<file path="src/logic/dim_map.svh">
// Register map, field positions, reset values and timing tables of the dimming generator
`ifndef DIM_MAP_SVH
`define DIM_MAP_SVH

`define DIM_CLK_HZ          10000000

`define DIM_OFF_CTRL        8'h00
`define DIM_OFF_CFG         8'h04
`define DIM_OFF_BRT         8'h08
`define DIM_OFF_LEVEL       8'h0c
`define DIM_OFF_SWITCH      8'h10
`define DIM_OFF_STATUS      8'h14
`define DIM_OFF_MEAS        8'h18

`define DIM_CTRL_EN_BIT     0
`define DIM_CTRL_PASS_BIT   1
`define DIM_CTRL_SRC_LSB    2
`define DIM_CTRL_METH_LSB   4
`define DIM_CTRL_MASK       32'h0000003f

`define DIM_CFG_RATE_LSB    0
`define DIM_CFG_RRATE_BIT   4
`define DIM_CFG_RLEVEL_BIT  5
`define DIM_CFG_RANGE_LSB   6
`define DIM_CFG_PHASE_LSB   9
`define DIM_CFG_STAG_BIT    12
`define DIM_CFG_MASK        32'h00001fff

`define DIM_ST_CODE_LSB     0
`define DIM_ST_PWM_LSB      12
`define DIM_ST_ACTIVE_BIT   18
`define DIM_ST_PINHI_BIT    19
`define DIM_ST_MA_LSB       20

`define DIM_CTRL_RST        32'h00000000
`define DIM_CFG_RST         32'h00001e04
`define DIM_BRT_RST         8'hff
`define DIM_LEVEL_RST       12'hfff
`define DIM_SWITCH_RST      16'h8000

`define DIM_RATE_HZ  '{4808, 6010, 7212, 8414, 9616, 12020, 13222, 14424, \
  15626, 16828, 18030, 19232, 24040, 28848, 33656, 38464}
`define DIM_RATE_RES '{11, 10, 10, 10, 10, 9, 9, 9, 9, 9, 9, 9, 8, 8, 8, 8}
`define DIM_RANGE_MA '{5, 10, 15, 20, 23, 25, 30, 50}
`define DIM_PIN_HIGH_RATE   4'h4
`define DIM_BRT_W           16
`define DIM_PER_W           24
`define DIM_STRINGS         6
`define DIM_FRAC_FULL       17'h10000
`define DIM_DIV_STEPS       5'h10

`endif

</file>
<file path="src/logic/dim_pkg.sv">
// Types shared by the dimming generator modules
package dim_pkg;

  typedef logic [31:0] word_t;
  typedef int unsigned rate_tbl_t [16];
  typedef int unsigned range_tbl_t [8];

  typedef enum logic [2:0]
  {
    DIM_PWM     = 3'b001,
    DIM_CURRENT = 3'b010,
    DIM_HYBRID  = 3'b100
  } dim_method_t;

  typedef enum logic [1:0]
  {
    RUN_IDLE   = 2'b01,
    RUN_ACTIVE = 2'b10
  } run_state_t;

  typedef struct packed
  {
    logic [31:0] hrdata;
    logic        hreadyout;
    logic        hresp;
    logic        wr_pend;
    logic [7:0]  wr_addr;
    logic [31:0] ctrl;
    logic [31:0] cfg;
    logic [7:0]  brt;
    logic [11:0] level;
    logic [15:0] swpt;
    run_state_t  st;
    dim_method_t act_method;
    logic [3:0]  act_rate;
    logic        act_rrate;
    logic        act_rlevel;
    logic [2:0]  act_range;
    logic [2:0]  act_phase;
    logic        act_stag;
    logic        pin_s1;
    logic        pin_s2;
    logic        pin_d;
    logic        rate_set_pin_s1;
    logic        rate_set_pin_s2;
    logic [23:0] in_cnt;
    logic [23:0] in_period;
    logic        in_edge;
    logic [15:0] bright;
    logic [4:0]  div_cnt;
    logic [16:0] div_rem;
    logic [15:0] div_q;
    logic [15:0] div_den;
    logic [15:0] quot;
    logic [5:0]  string_pwm;
    logic [11:0] current_code;
    logic [2:0]  full_scale_sel;
    logic        ext_level_ref;
    logic        boost_1250k;
    logic        active;
  } dim_state_t;

  typedef struct packed
  {
    logic [15:0] tick;
    logic [23:0] cnt;
    logic [5:0]  pwm;
  } gen_state_t;

endpackage

</file>
<file path="src/logic/dim_drive_if.sv">
// Drive parameters passed from the dimming core to the string timebase
`timescale 1ns/1ns
interface dim_drive_if;
  logic        run;
  logic [23:0] period_len;
  logic [23:0] duty_len;
  logic [15:0] tick_div;
  logic        restart;
  logic        staggered;
  logic [5:0]  string_en;
  logic [5:0]  pwm;

  modport ctrl (output run, period_len, duty_len, tick_div, restart, staggered, string_en,
                input pwm);
  modport gen  (input run, period_len, duty_len, tick_div, restart, staggered, string_en,
                output pwm);
endinterface

</file>
<file path="src/logic/led_dimming_output_generator.sv">
// LED string dimming generator: AHB-Lite registers, method selection and current level
//
// Implementation choices: the AHB-Lite slave port and the address map.
`timescale 1ns/1ns
`include "dim_map.svh"
module led_dimming_output_generator
#(
  parameter int unsigned CLK_HZ = `DIM_CLK_HZ
)
(
  input  wire logic          clk,
  input  wire logic          rst,
  input  wire logic          hsel,
  input  wire dim_pkg::word_t haddr,
  input  wire logic [1:0]    htrans,
  input  wire logic          hwrite,
  input  wire logic [2:0]    hsize,
  input  wire dim_pkg::word_t hwdata,
  input  wire logic          hready,
  output dim_pkg::word_t     hrdata,
  output logic               hreadyout,
  output logic               hresp,
  input  wire logic          pwm_in,
  input  wire logic          rate_set_pin,
  input  wire logic [15:0]   in_duty,
  output logic [5:0]         string_pwm,
  output logic [11:0]        current_code,
  output logic [2:0]         full_scale_sel,
  output logic               ext_level_ref,
  output logic               boost_1250k,
  output logic               active
);
  import dim_pkg::*;

  localparam rate_tbl_t  rate_hz  = `DIM_RATE_HZ;
  localparam rate_tbl_t  rate_res = `DIM_RATE_RES;
  localparam range_tbl_t range_ma = `DIM_RANGE_MA;

  // Divider per rate computed at elaboration so no runtime divide is built
  function automatic rate_tbl_t make_ticks();
    rate_tbl_t t;
    for (int j = 0; j < 16; j++)
    begin
      t[j] = CLK_HZ / (rate_hz[j] << rate_res[j]);
      if (t[j] == 0)
        t[j] = 1;
    end
    return t;
  endfunction

  localparam rate_tbl_t tick_tbl = make_ticks();

  // One-hot register select shared by the read and write paths
  function automatic logic [6:0] reg_sel(input logic [7:0] a);
    logic [6:0] r;
    r = 7'h0;
    case (a)
      `DIM_OFF_CTRL:   r = 7'h01;
      `DIM_OFF_CFG:    r = 7'h02;
      `DIM_OFF_BRT:    r = 7'h04;
      `DIM_OFF_LEVEL:  r = 7'h08;
      `DIM_OFF_SWITCH: r = 7'h10;
      `DIM_OFF_STATUS: r = 7'h20;
      `DIM_OFF_MEAS:   r = 7'h40;
      default:         r = 7'h00;
    endcase
    return r;
  endfunction

  function automatic dim_method_t method_of(input logic [1:0] m);
    dim_method_t d;
    case (m)
      2'b00:   d = DIM_PWM;
      2'b01:   d = DIM_CURRENT;
      2'b10:   d = DIM_HYBRID;
      default: d = DIM_PWM;
    endcase
    return d;
  endfunction

  // Codes 0..4 drive 1..5 strings, 5..7 all six
  function automatic logic [5:0] phase_mask(input logic [2:0] c);
    logic [2:0] n;
    n = (c >= 3'(`DIM_STRINGS - 1)) ? 3'(`DIM_STRINGS) : c + 3'h1;
    return 6'h3f >> (3'(`DIM_STRINGS) - n);
  endfunction

  dim_state_t  s;
  dim_state_t  next_s;
  dim_drive_if drv ();

  logic [6:0]  wsel;
  logic [6:0]  rsel;
  logic [23:0] mixed;
  logic [27:0] lvl_b;
  logic [27:0] lvl_sw;
  logic [16:0] frac;
  logic [11:0] level_now;
  logic [16:0] div_try;
  logic        follow;
  logic [3:0]  code;
  logic [4:0]  res;
  logic [40:0] follow_duty;
  logic [1:0]  src;
  logic [7:0]  ma;

  always_comb
  begin
    next_s      = s;
    wsel        = reg_sel(s.wr_addr);
    rsel        = reg_sel(haddr[7:0]);
    src         = s.ctrl[`DIM_CTRL_SRC_LSB +: 2];
    mixed       = in_duty * s.brt;
    lvl_b       = s.level * s.bright;
    lvl_sw      = s.level * s.swpt;
    frac        = {1'b0, s.bright};
    level_now   = s.level;
    div_try     = {s.div_rem[15:0], 1'b0};
    ma          = 8'(range_ma[s.act_range]);
    // Resistor rate path: grounded pin follows input, otherwise fixed 9616 Hz
    follow      = s.act_rrate & ~s.rate_set_pin_s2;
    code        = s.act_rrate ? `DIM_PIN_HIGH_RATE : s.act_rate;
    res         = 5'(rate_res[code]);
    follow_duty = s.in_period * frac;

    // Pin synchronisers; edge detect looks only at the second stage
    next_s.pin_s1  = pwm_in;
    next_s.pin_s2  = s.pin_s1;
    next_s.pin_d   = s.pin_s2;
    next_s.rate_set_pin_s1 = rate_set_pin;
    next_s.rate_set_pin_s2 = s.rate_set_pin_s1;
    next_s.in_edge = s.pin_s2 & ~s.pin_d;
    if (next_s.in_edge)
    begin
      next_s.in_period = s.in_cnt + 24'h1;
      next_s.in_cnt    = 24'h0;
    end
    else if (s.in_cnt != 24'hffffff)
    begin
      next_s.in_cnt = s.in_cnt + 24'h1;
    end

    // Bus slave: zero wait states, writes land in the data phase
    next_s.hreadyout = 1'b1;
    next_s.hresp     = 1'b0;
    next_s.wr_pend   = 1'b0;
    if (s.wr_pend)
    begin
      if (wsel[0])
        next_s.ctrl = hwdata & `DIM_CTRL_MASK;
      if (wsel[1])
        next_s.cfg = hwdata & `DIM_CFG_MASK;
      if (wsel[2])
        next_s.brt = hwdata[7:0];
      if (wsel[3])
        next_s.level = hwdata[11:0];
      if (wsel[4])
        next_s.swpt = hwdata[15:0];
    end
    if (hsel && hready && htrans[1])
    begin
      if (hwrite)
      begin
        next_s.wr_pend = 1'b1;
        next_s.wr_addr = haddr[7:0];
      end
      else
      begin
        next_s.hrdata = 32'h0;
        if (rsel[0])
          next_s.hrdata = s.ctrl;
        if (rsel[1])
          next_s.hrdata = s.cfg;
        if (rsel[2])
          next_s.hrdata = {24'h0, s.brt};
        if (rsel[3])
          next_s.hrdata = {20'h0, s.level};
        if (rsel[4])
          next_s.hrdata = {16'h0, s.swpt};
        if (rsel[5])
        begin
          next_s.hrdata[`DIM_ST_CODE_LSB +: 12] = s.current_code;
          next_s.hrdata[`DIM_ST_PWM_LSB +: 6]   = s.string_pwm;
          next_s.hrdata[`DIM_ST_ACTIVE_BIT]     = s.active;
          next_s.hrdata[`DIM_ST_PINHI_BIT]      = s.rate_set_pin_s2;
          next_s.hrdata[`DIM_ST_MA_LSB +: 8]    = ma;
        end
        if (rsel[6])
          next_s.hrdata = {16'h0, s.bright};
      end
    end

    // Enable sequencing; configuration is frozen while running
    case (s.st)
      RUN_IDLE:
      begin
        if (s.ctrl[`DIM_CTRL_EN_BIT])
        begin
          next_s.st         = RUN_ACTIVE;
          next_s.act_method = method_of(s.ctrl[`DIM_CTRL_METH_LSB +: 2]);
          next_s.act_rate   = s.cfg[`DIM_CFG_RATE_LSB +: 4];
          next_s.act_rrate  = s.cfg[`DIM_CFG_RRATE_BIT];
          next_s.act_rlevel = s.cfg[`DIM_CFG_RLEVEL_BIT];
          next_s.act_range  = s.cfg[`DIM_CFG_RANGE_LSB +: 3];
          next_s.act_phase  = s.cfg[`DIM_CFG_PHASE_LSB +: 3];
          next_s.act_stag   = s.cfg[`DIM_CFG_STAG_BIT];
        end
      end
      RUN_ACTIVE:
      begin
        if (!s.ctrl[`DIM_CTRL_EN_BIT])
          next_s.st = RUN_IDLE;
      end
      default:
      begin
        next_s.st = RUN_IDLE;
      end
    endcase

    // Brightness source; no curve shaper here, so 01 and 11 coincide
    case (src)
      2'b00:   next_s.bright = in_duty;
      2'b10:   next_s.bright = {s.brt, s.brt};
      default: next_s.bright = mixed[23:8];
    endcase

    // Serial divider gives bright / switch point for the PWM part of hybrid
    if (s.div_cnt == 5'h0)
    begin
      next_s.div_cnt = `DIM_DIV_STEPS;
      next_s.div_rem = {1'b0, s.bright};
      next_s.div_den = (s.swpt == 16'h0) ? 16'h1 : s.swpt;
      next_s.div_q   = 16'h0;
    end
    else
    begin
      next_s.div_cnt = s.div_cnt - 5'h1;
      if (div_try >= {1'b0, s.div_den})
      begin
        next_s.div_rem = div_try - {1'b0, s.div_den};
        next_s.div_q   = {s.div_q[14:0], 1'b1};
      end
      else
      begin
        next_s.div_rem = div_try;
        next_s.div_q   = {s.div_q[14:0], 1'b0};
      end
      if (s.div_cnt == 5'h1)
        next_s.quot = next_s.div_q;
    end

    case (s.act_method)
      DIM_PWM:
      begin
        frac      = {1'b0, s.bright};
        level_now = s.level;
      end
      DIM_CURRENT:
      begin
        frac      = `DIM_FRAC_FULL;
        level_now = lvl_b[27:16];
      end
      DIM_HYBRID:
      begin
        if (s.bright >= s.swpt)
        begin
          frac      = `DIM_FRAC_FULL;
          level_now = lvl_b[27:16];
        end
        else
        begin
          frac      = {1'b0, s.quot};
          level_now = lvl_sw[27:16];
        end
      end
      default:
      begin
        frac      = {1'b0, s.bright};
        level_now = s.level;
      end
    endcase
    follow_duty = s.in_period * frac;

    // Registered outputs
    next_s.active         = (s.st == RUN_ACTIVE);
    next_s.full_scale_sel = s.act_range;
    next_s.ext_level_ref  = s.act_rlevel;
    next_s.boost_1250k    = s.act_rrate;
    if (s.st != RUN_ACTIVE)
    begin
      next_s.string_pwm   = 6'h0;
      next_s.current_code = 12'h0;
    end
    else if (s.ctrl[`DIM_CTRL_PASS_BIT])
    begin
      next_s.string_pwm   = {6{s.pin_s2}} & phase_mask(s.act_phase);
      next_s.current_code = s.level;
    end
    else
    begin
      next_s.string_pwm   = drv.pwm;
      next_s.current_code = level_now;
    end
  end

  // Timebase parameters for the string generator
  assign drv.run        = (s.st == RUN_ACTIVE);
  assign drv.period_len = follow ? s.in_period : 24'h1 << res;
  assign drv.duty_len   = follow ? follow_duty[39:16] : 24'(frac >> (5'd16 - res));
  assign drv.tick_div   = follow ? 16'h1 : 16'(tick_tbl[code]);
  assign drv.restart    = follow & s.in_edge;
  assign drv.staggered  = s.act_stag;
  assign drv.string_en  = phase_mask(s.act_phase);

  string_phase_gen u_gen
  (
    .clk (clk),
    .rst (rst),
    .drv (drv.gen)
  );

  always_ff @(posedge clk)
  begin
    if (rst)
    begin
      s           <= '0;
      s.hreadyout <= 1'b1;
      s.ctrl      <= `DIM_CTRL_RST;
      s.cfg       <= `DIM_CFG_RST;
      s.brt       <= `DIM_BRT_RST;
      s.level     <= `DIM_LEVEL_RST;
      s.swpt      <= `DIM_SWITCH_RST;
      s.st        <= RUN_IDLE;
      s.act_method <= DIM_PWM;
    end
    else
    begin
      s <= next_s;
    end
  end

  assign hrdata         = s.hrdata;
  assign hreadyout      = s.hreadyout;
  assign hresp          = s.hresp;
  assign string_pwm     = s.string_pwm;
  assign current_code   = s.current_code;
  assign full_scale_sel = s.full_scale_sel;
  assign ext_level_ref  = s.ext_level_ref;
  assign boost_1250k    = s.boost_1250k;
  assign active         = s.active;
endmodule

</file>
<file path="src/logic/string_phase_gen.sv">
// Output PWM timebase with per-string phase offsets
`timescale 1ns/1ns
`include "dim_map.svh"
module string_phase_gen
(
  input wire logic clk,
  input wire logic rst,
  dim_drive_if.gen drv
);
  import dim_pkg::*;

  gen_state_t  s;
  gen_state_t  next_s;
  logic [23:0] pos [`DIM_STRINGS];

  genvar i;
  generate
    for (i = 0; i < `DIM_STRINGS; i++)
    begin : g_str
      logic [26:0] prod;
      logic [23:0] off;
      // Six equal slots per period whatever the string count, so only enabled strings pulse and the other slots stay empty
      assign prod = drv.period_len * 3'(i);
      assign off  = 24'(prod / 27'd6);
      assign pos[i] = !drv.staggered ? s.cnt :
                      (s.cnt >= off) ? s.cnt - off : 24'(s.cnt + drv.period_len - off);
    end
  endgenerate

  always_comb
  begin
    next_s = s;
    // Own timebase; input edges only restart it in follow mode
    if (!drv.run || drv.restart)
    begin
      next_s.tick = 16'h0;
      next_s.cnt  = 24'h0;
    end
    else if (s.tick + 16'h1 >= drv.tick_div)
    begin
      next_s.tick = 16'h0;
      next_s.cnt  = (s.cnt + 24'h1 >= drv.period_len) ? 24'h0 : s.cnt + 24'h1;
    end
    else
    begin
      next_s.tick = s.tick + 16'h1;
    end
    for (int k = 0; k < `DIM_STRINGS; k++)
    begin
      next_s.pwm[k] = drv.run & drv.string_en[k] & (pos[k] < drv.duty_len);
    end
  end

  always_ff @(posedge clk)
  begin
    if (rst)
      s <= '0;
    else
      s <= next_s;
  end

  assign drv.pwm = s.pwm;
endmodule

</file>
<file path="config.mk">
export PLATFORM = sky130hd
export DESIGN_NAME = led_dimming_output_generator
export DESIGN_NICKNAME = d
export VERILOG_FILES = /design/src/logic/dim_pkg.sv /design/src/logic/dim_drive_if.sv /design/src/logic/led_dimming_output_generator.sv /design/src/logic/string_phase_gen.sv
export VERILOG_INCLUDE_DIRS = /design/src /design/src/logic
export SDC_FILE = /design/constraint.sdc
export NUM_CORES = 2
export LEC_CHECK = 0
export BUFFER_PORTS_ARGS = -buffer_cell sky130_fd_sc_hd__buf_2
export CAP_MARGIN = 20
export CELL_PAD_IN_SITES_DETAIL_PLACEMENT = 0
export CELL_PAD_IN_SITES_GLOBAL_PLACEMENT = 1
export CORE_UTILIZATION = 50
export CTS_BUF_LIST = sky130_fd_sc_hd__clkbuf_4 sky130_fd_sc_hd__clkbuf_8
export CTS_CLUSTER_SIZE = 16
export DETAILED_ROUTE_END_ITERATION = 6
export GPL_TIMING_DRIVEN = 0
export PLACE_DENSITY_LB_ADDON = 0.3
export SKIP_LAST_GASP = 1
export SLEW_MARGIN = 20
export SYNTH_ARGS = -nofsm -noshare
export SYNTH_HDL_FRONTEND = slang
export SYNTH_SLANG_ARGS = --single-unit
</file>
<file path="constraint.sdc">
create_clock -name clk -period 30.9 [get_ports clk]
set_input_delay 3.09 -clock clk [delete_from_list [all_inputs] [get_ports clk]]
set_output_delay 3.09 -clock clk [all_outputs]
set_load 0.05 [all_outputs]
</file>
=== Word level (Yosys, flattened, before mapping) ===
Memory sizes are Yosys's and may differ from the RTL's.
Index checks and enable logic that the tools add are counted.
Widths: inputs -> output; s select.

* $mul: 6
* Bitwise gates (word level): 23
* Reductions and logical operators: 25
* Mux-type cells: 47
* Shift operators: 3
* $add $sub $neg: 19
* Equal/unequal tests: 24
* Order comparisons: 19
* Div/mod/pow operators: 5

{| class="wikitable"
|+ Operators by type and width
! operator !! count
|-
| $mux 24 || 15
|-
| $sub 24x24->24 || 10
|-
| $mux 32 || 5
|-
| $ge 24x24->1 || 6
|-
| $lt 24x24->1 || 6
|-
| $mux 16 || 4
|-
| $mul 12x16->28 || 2
|-
| $div 26x3->27 const B || 2
|-
| $pmux 7 s7 || 1
|-
| $add 24x1->24 const B || 2
|-
| $eq 8x5->1 const B || 6
|-
| $mul 24x17->40 || 1
|-
| $mux 38 || 1
|-
| $mux 18 || 2
|-
| $pmux 5 s7 || 1
|-
| $pmux 17 s2 || 1
|-
| $mux 33 || 1
|-
| $eq 8x4->1 const B || 4
|-
| $ge 16x16->1 || 2
|-
| $pmux 16 s2 || 1
|-
| $mux 28 || 1
|-
| $div 24x3->27 const B || 1
|-
| $div 25x3->27 const B || 1
|-
| $div 27x3->27 const B || 1
|-
| other kinds (53) || 94
|}

* Bits in latches: 0
* Output and inout bits: 58
* Memory bits (read-only): 1280
* Input bits: 92
* Word-level logic and storage cells: 216
* Bits in registers: 324
* Memory bits (writable): 0
* Memories: 3

{| class="wikitable"
|+ Memories
! memory !! depth !! width !! read ports !! clocked after memory_dff !! wr ports !! line !! source
|-
| (no name shown) || 16 || 32 || 1 || 0 || 0 || led_dimming_output_generator.sv:310 || <nowiki>assign drv.tick_div = follow ? 16'h1 : 16'(tick_tbl[code]);</nowiki>
|-
| (no name shown) || 16 || 32 || 1 || 0 || 0 || led_dimming_output_generator.sv:123 || <nowiki>res = 5'(rate_res[code]);</nowiki>
|-
| (no name shown) || 8 || 32 || 1 || 0 || 0 || led_dimming_output_generator.sv:119 || <nowiki>ma = 8'(range_ma[s.act_range]);</nowiki>
|}

=== Logic depth before layout (Yosys ltp) ===
* Depth after elaboration: 14
* Gate-level depth with buffers: 144
* Mapped depth without buffers: 126

=== Modules after synthesis ===
From an unflattened synthesis, not the netlist that was laid out.

* Cell total of the unflattened synthesis: 12833
* Area total of the unflattened synthesis: 94868.5 µm²

{| class="wikitable"
|+ Modules (own cells, without submodules)
! module !! area an instance (µm²) !! instances !! seq. area each (µm²) !! cells an instance
|-
| string_phase_gen || 54644.9 || 1 || 920.9 || 8093
|-
| led_dimming_output_generator || 40223.6 || 1 || 5405.2 || 4740
|}

=== Least setup slack after synthesis ===
No wires, ideal clock.

* Path kind: register -> register
* Start point: register s (netlist bit next_s[1])
* End point: register u_gen.s (netlist bit u_gen.drv.pwm[2])
* Cell stages (with the launch flop): 128
* Period minus slack after synthesis: 27.473 ns
* Path buffers: 18
* Data required time: 30.841 ns
* Setup time: 0.059 ns
* Arrival: 27.414 ns
* Slack: 3.427 ns
* Path through: dfxtp_1 > buf_4 > nor2b_1 > buf_2 > buf_2 > buf_1 > nand2_1 > clkbuf_1 > clkbuf_1 > ha_1 > nor2b_1 > buf_2 > and3_1 > clkbuf_1 > nand4_1 > a211oi_1 > xnor2_1 > nand2b_1 > (+92 left out) > nand2_1 > o21ai_0 > a21oi_1 > ha_1 > a21oi_1 > nor2b_1 > o21ai_0 > nand2b_1 > a21oi_1 > nor2b_1 > o21ai_0 > nand2b_1 > a21oi_1 > o21ai_0 > a21oi_1 > nor2b_1 > o21ai_0 > and3_1

* Longest elaborated chain between the ends: 13
* Elaborated cells on any way between the ends: 20
* Those cells by class: add/sub (4); div (1); order compare (2); shift (2); mux (7); bitwise (3); memory (1)

{| class="wikitable"
|+ Ends and longest elaborated chain
! item !! line !! source
|-
| start, declared || led_dimming_output_generator.sv:88 || <nowiki>dim_state_t s;</nowiki>
|-
| start signal, assigned || led_dimming_output_generator.sv:338 || <nowiki>s <= next_s;</nowiki>
|-
| $mux 4 || led_dimming_output_generator.sv:122 || <nowiki>code = s.act_rrate ? `DIM_PIN_HIGH_RATE : s.act_rate;</nowiki>
|-
| $not 4->5 (implied by the code) || led_dimming_output_generator.sv:123 ||
|-
| $mem_v2 16x32 || -- ||
|-
| $mux 5 (implied by the code) (2 in a row) || led_dimming_output_generator.sv:123 ||
|-
| $shl 1x5->24 || led_dimming_output_generator.sv:308 || <nowiki>assign drv.period_len = follow ? s.in_period : 24'h1 << res;</nowiki>
|-
| $mux 24 || led_dimming_output_generator.sv:308 ||
|-
| $div 25x3->27 / $add 24x24->24 (equally long branches) || string_phase_gen.sv:24, string_phase_gen.sv:26 ||
|-
| $sub 24x24->24 / $ge 24x24->1 (equally long branches) || string_phase_gen.sv:26 || <nowiki>(s.cnt >= off) ? s.cnt - off : 24'(s.cnt + drv.period_len - off);</nowiki>
|-
| $mux 24 || string_phase_gen.sv:26 ||
|-
| $mux 24 || string_phase_gen.sv:25 || <nowiki>assign pos[i] = !drv.staggered ? s.cnt :</nowiki>
|-
| $lt 24x24->1 (*) || string_phase_gen.sv:50 || <nowiki>next_s.pwm[k] = drv.run & drv.string_en[k] & (pos[k] < drv.duty_len);</nowiki>
|-
| $and 1x1->1 (*) || string_phase_gen.sv:50 ||
|-
| end signal, assigned || string_phase_gen.sv:59 || <nowiki>s <= next_s;</nowiki>
|-
| end, declared || string_phase_gen.sv:12 || <nowiki>gen_state_t s;</nowiki>
|}

Every way passes the cells marked *; elsewhere a longest branch is shown, timed or not. The select of a mux whose other input is x is not followed.
A chain may end at the register's enable or synchronous reset.

=== Final worst setup path ===
Ends and elaborated chain as after synthesis.

==> results_dict.tcl <==
set metrics [dict create \
    antenna_found_initial 9 \
    setup_viol 0 \
    numCtsBuffers 50 \
    r2r-end "u_gen.drv.pwm[2]" \
    powerDensity_mw_per_mm2 31.8 \
    ant_nets 0 \
    min_to "s[39]" \
    ff2ff_path_depth 120 \
    synth_area_per_cell_um2 7.38 \
    first_pass_iters 7 \
    relSlewSlack 0.114 \
    drtIter0Drc 9501 \
    grt_usage 0.383 \
    grt_pass1_vias 96368 \
    drv_slew 0 \
    h-tree-depth 2 \
    async_flop_share 0 \
    finalCritPeriodShare 0.972 \
    hold_depth 2 \
    worst_setup_path_end_kind "register" \
    dpl_cell_area_mm2 0.0982 \
    synth_cell_types 167 \
    yosysWarningCount 0 \
    io_pins 150 \
    syn_to_final_growth_pct 12.8 \
    tightest_slew_ps 1320 \
    start_kind "register" \
    place_congestion 1.01 \
    critPathMostFrequentCell "a21oi_1" \
    die_area_mm2 0.190 \
    port_buffers 87 \
    vias 100150 \
    cts_tree "done" \
    wl_per_cell_um 24.3 \
    worstSetupPathType "reg2reg" \
    ys_ff_latch 316 \
    final_layout_size_suffix_gt1_frac 0.119 \
    yosysMostFrequentCell "nand2_1" \
    min_period_ps 30040 \
    maxCapViolations 0 \
    stdcell_count 15725 \
    dp.cells 15363 \
    final_core_util 0.571 \
    hp-start "s[70]" \
    fin_nets 14836 \
    syn_inst 12758 \
    die_w_um 436 \
    dp_hpwl_um 307000 \
    required_ps 31470 \
    violations "design-rule violations" \
    slowest_stage "nand2_1" \
    nFillCells 17823 \
    fmaxAchievable_ghz 0.0333 \
    cts_hold_buf 0 \
    synthTopCellsByArea "fa_1 (15%), ha_1 (11%), dfxtp_1 (6.7%)" \
    place_ws_ps -7530 \
    hold_viol 0 \
    syn_area_mm2 0.0942 \
    r2r_start "next_s[1]" \
    ir_worst_vdd_v 0.0000901 \
    synth_ff_type "dfxtp_1" \
    synth_top_area_share 0.149 \
    synth_area_leader_cell "fa_1" \
    hold_class "reg2reg" \
    r2r_slack_ps 860 \
    initial_core_util 0.506 \
    timing.hold.ws_ps 427 \
    routed_wl_um 381000 \
    arrival_ps 30600 \
    multi_input_area_mm2 0.0856 \
    clock_path_buffers 3 \
    skew_ps 33.0 \
    clk_pin_slew_ps 70 \
    grt_max_degree 21 \
    grt_pass1_wl_um 573000 \
    max_stage_delay_ps 670 \
    drc_errors 2 \
    grt_overflow 0 \
    yosysSeqAreaShare 0.0672 \
    synth_edf_count 0 \
    synthTopCellsByCount "nand2_1 (1630), inv_1 (1125), a21oi_1 (959), ha_1 (840), nor2_1 (780)" \
    rows 158 \
    status "complete, but fails checks" \
    design_area_mm2 0.106 \
    root_buffer "clkbuf_8" \
    ff_latch_area_mm2 0.00633 \
    core_area_mm2 0.186 \
    setup_slack_ps 865 \
    leakage_nw 47.4 \
    clock_latency_ps 690 \
    clkSinkCount 316 \
    die_y_um 436 \
    vias_per_cell 6.37 \
    worstPathMaxFanout 10 \
]
state kept, by name, indices dropped and copies added (netlist names):
signal and flops:
current_code 12, s 195, u_gen.s 40, next_s 8
string_pwm 6, div_try 16, boost_1250k 1, hrdata 26
ext_level_ref 1, active 1, u_gen.drv.pwm 6, drv.staggered 1
full_scale_sel 3
kinds of logic after synthesis:
kind of cell | Yosys count | share of synthesized area
AND/OR/NAND/NOR | 4661 | 0.249
AO/OA/AOI/OAI | 3383 | 0.243
buffers and inverters | 1757 | 0.0738
adder cells (fa/ha/maj) | 1554 | 0.262
XOR/XNOR | 892 | 0.0835
flip-flops | 316 | 0.0672
multiplexers | 193 | 0.0217
other | 2 | 0.0000797
layout make-up:
| type | instances | area share |
|---|---|---|
| diodes | 5 | 0.000118 |
| plain buffers | 587 | 0.0268 |
| clock buffers | 72 | 0.00885 |
| clock inverters | 17 | 0.00175 |
| inverters | 1152 | 0.0412 |
| multi-input cells | 10708 | 0.806 |
| flip-flops and latches | 316 | 0.0596 |
| well taps | 2480 | 0.0292 |
| repair buffers | 388 | 0.0267 |
critical path: cells and delay by family (launching register included):
kind	cells	cell delay, ps
buffers and inverters	22	3780
AOI/OAI and AO/OA	55	13460
xor gates and xnor gates	5	1050
muxes	1	210
adders and majority gates	3	1030
DFF	1	310
and+or+nand+nor	34	10010
report_power, final:
group          switching [mW]  total (mW)  internal (mW)
registers              0.0223       0.447          0.425
clock network           0.190       0.413          0.223
logic                    1.57        2.52          0.947
worst max path at each step:
| stage | start | end | slack, ps | depth (start not counted) |
|---|---|---|---|---|
| after floorplan | next_s[1] | u_gen.drv.pwm[2] | 3430 | 127 |
| after global placement | s[159] | u_gen.drv.pwm[1] | -9490 | 118 |
| after detailed placement | s[159] | u_gen.drv.pwm[1] | -7530 | 120 |
| after CTS | next_s[1] | u_gen.drv.pwm[1] | 2 | 126 |
| after global routing | s[173] | u_gen.drv.pwm[2] | -210 | 123 |
| final | next_s[1] | u_gen.drv.pwm[2] | 860 | 120 |
routing by layer:
| layer | share of wire | track usage | vias up | routed length (µm) |
|---|---|---|---|---|
| met3 | 0.074 | 0.0509 | 907 | 28400 |
| met2 | 0.46 | 0.633 | 4130 | 175000 |
| met4 | 0.058 | 0.187 | 10 | 22300 |
| li1 | - | - | 45982 | - |
| met1 | 0.41 | 0.489 | 49121 | 156000 |
| met5 | 0.00019 | 0 | - | 74 |
layout by cell type (no fill, tap or decap), types with 55 or more instances in the layout:
master    netlist  final
a211oi_1      139    105
a21o_1        214    213
a21oi_1       959    920
a22oi_1        70     69
a31oi_1       130    120
and2_1        388    385
and3_1        114    108
buf_2          53    128
buf_4          65    351
clkbuf_1      455    388
clkbuf_8        0     65
dfxtp_1       316    314
fa_1          701    701
ha_1          840    835
inv_1        1125   1117
mux2i_1       141    127
nand2_1      1630   1603
nand2b_1      162    155
nand3_1       347    331
nand4_1       163    163
nor2_1        780    752
nor2b_1       169    166
nor3_1        330    293
nor4_1        109     78
o211ai_1      103    103
o21a_1         95     93
o21ai_0       604    562
o21ai_1        54     66
o21bai_1      118    117
o22ai_1        69     56
or2_2          55     56
or3_1          70     65
xnor2_1       664    591
xnor2_2         3     55
xor2_1        222    215
stage by stage:
step	total power, mW	TNS, ps
after floorplan	2.13	0
after global placement	2.70	-26210
after detailed placement	2.72	-19670
after CTS	3.21	0
after global routing	3.64	-566
final	3.38	0
what timing repair did:
| action | 4_1_cts | 5_1_grt |
|---|---|---|
| hold endpoints to repair | 0 | 0 |
| gates cloned | 0 | 4 |
| buffers inserted | 104 | 176 |
| pin swaps | 65 | 161 |
| resized for setup | 421 | 538 |
| setup endpoints to repair | 3 | 3 |
Note: power is estimated with default switching activity, not from simulation.
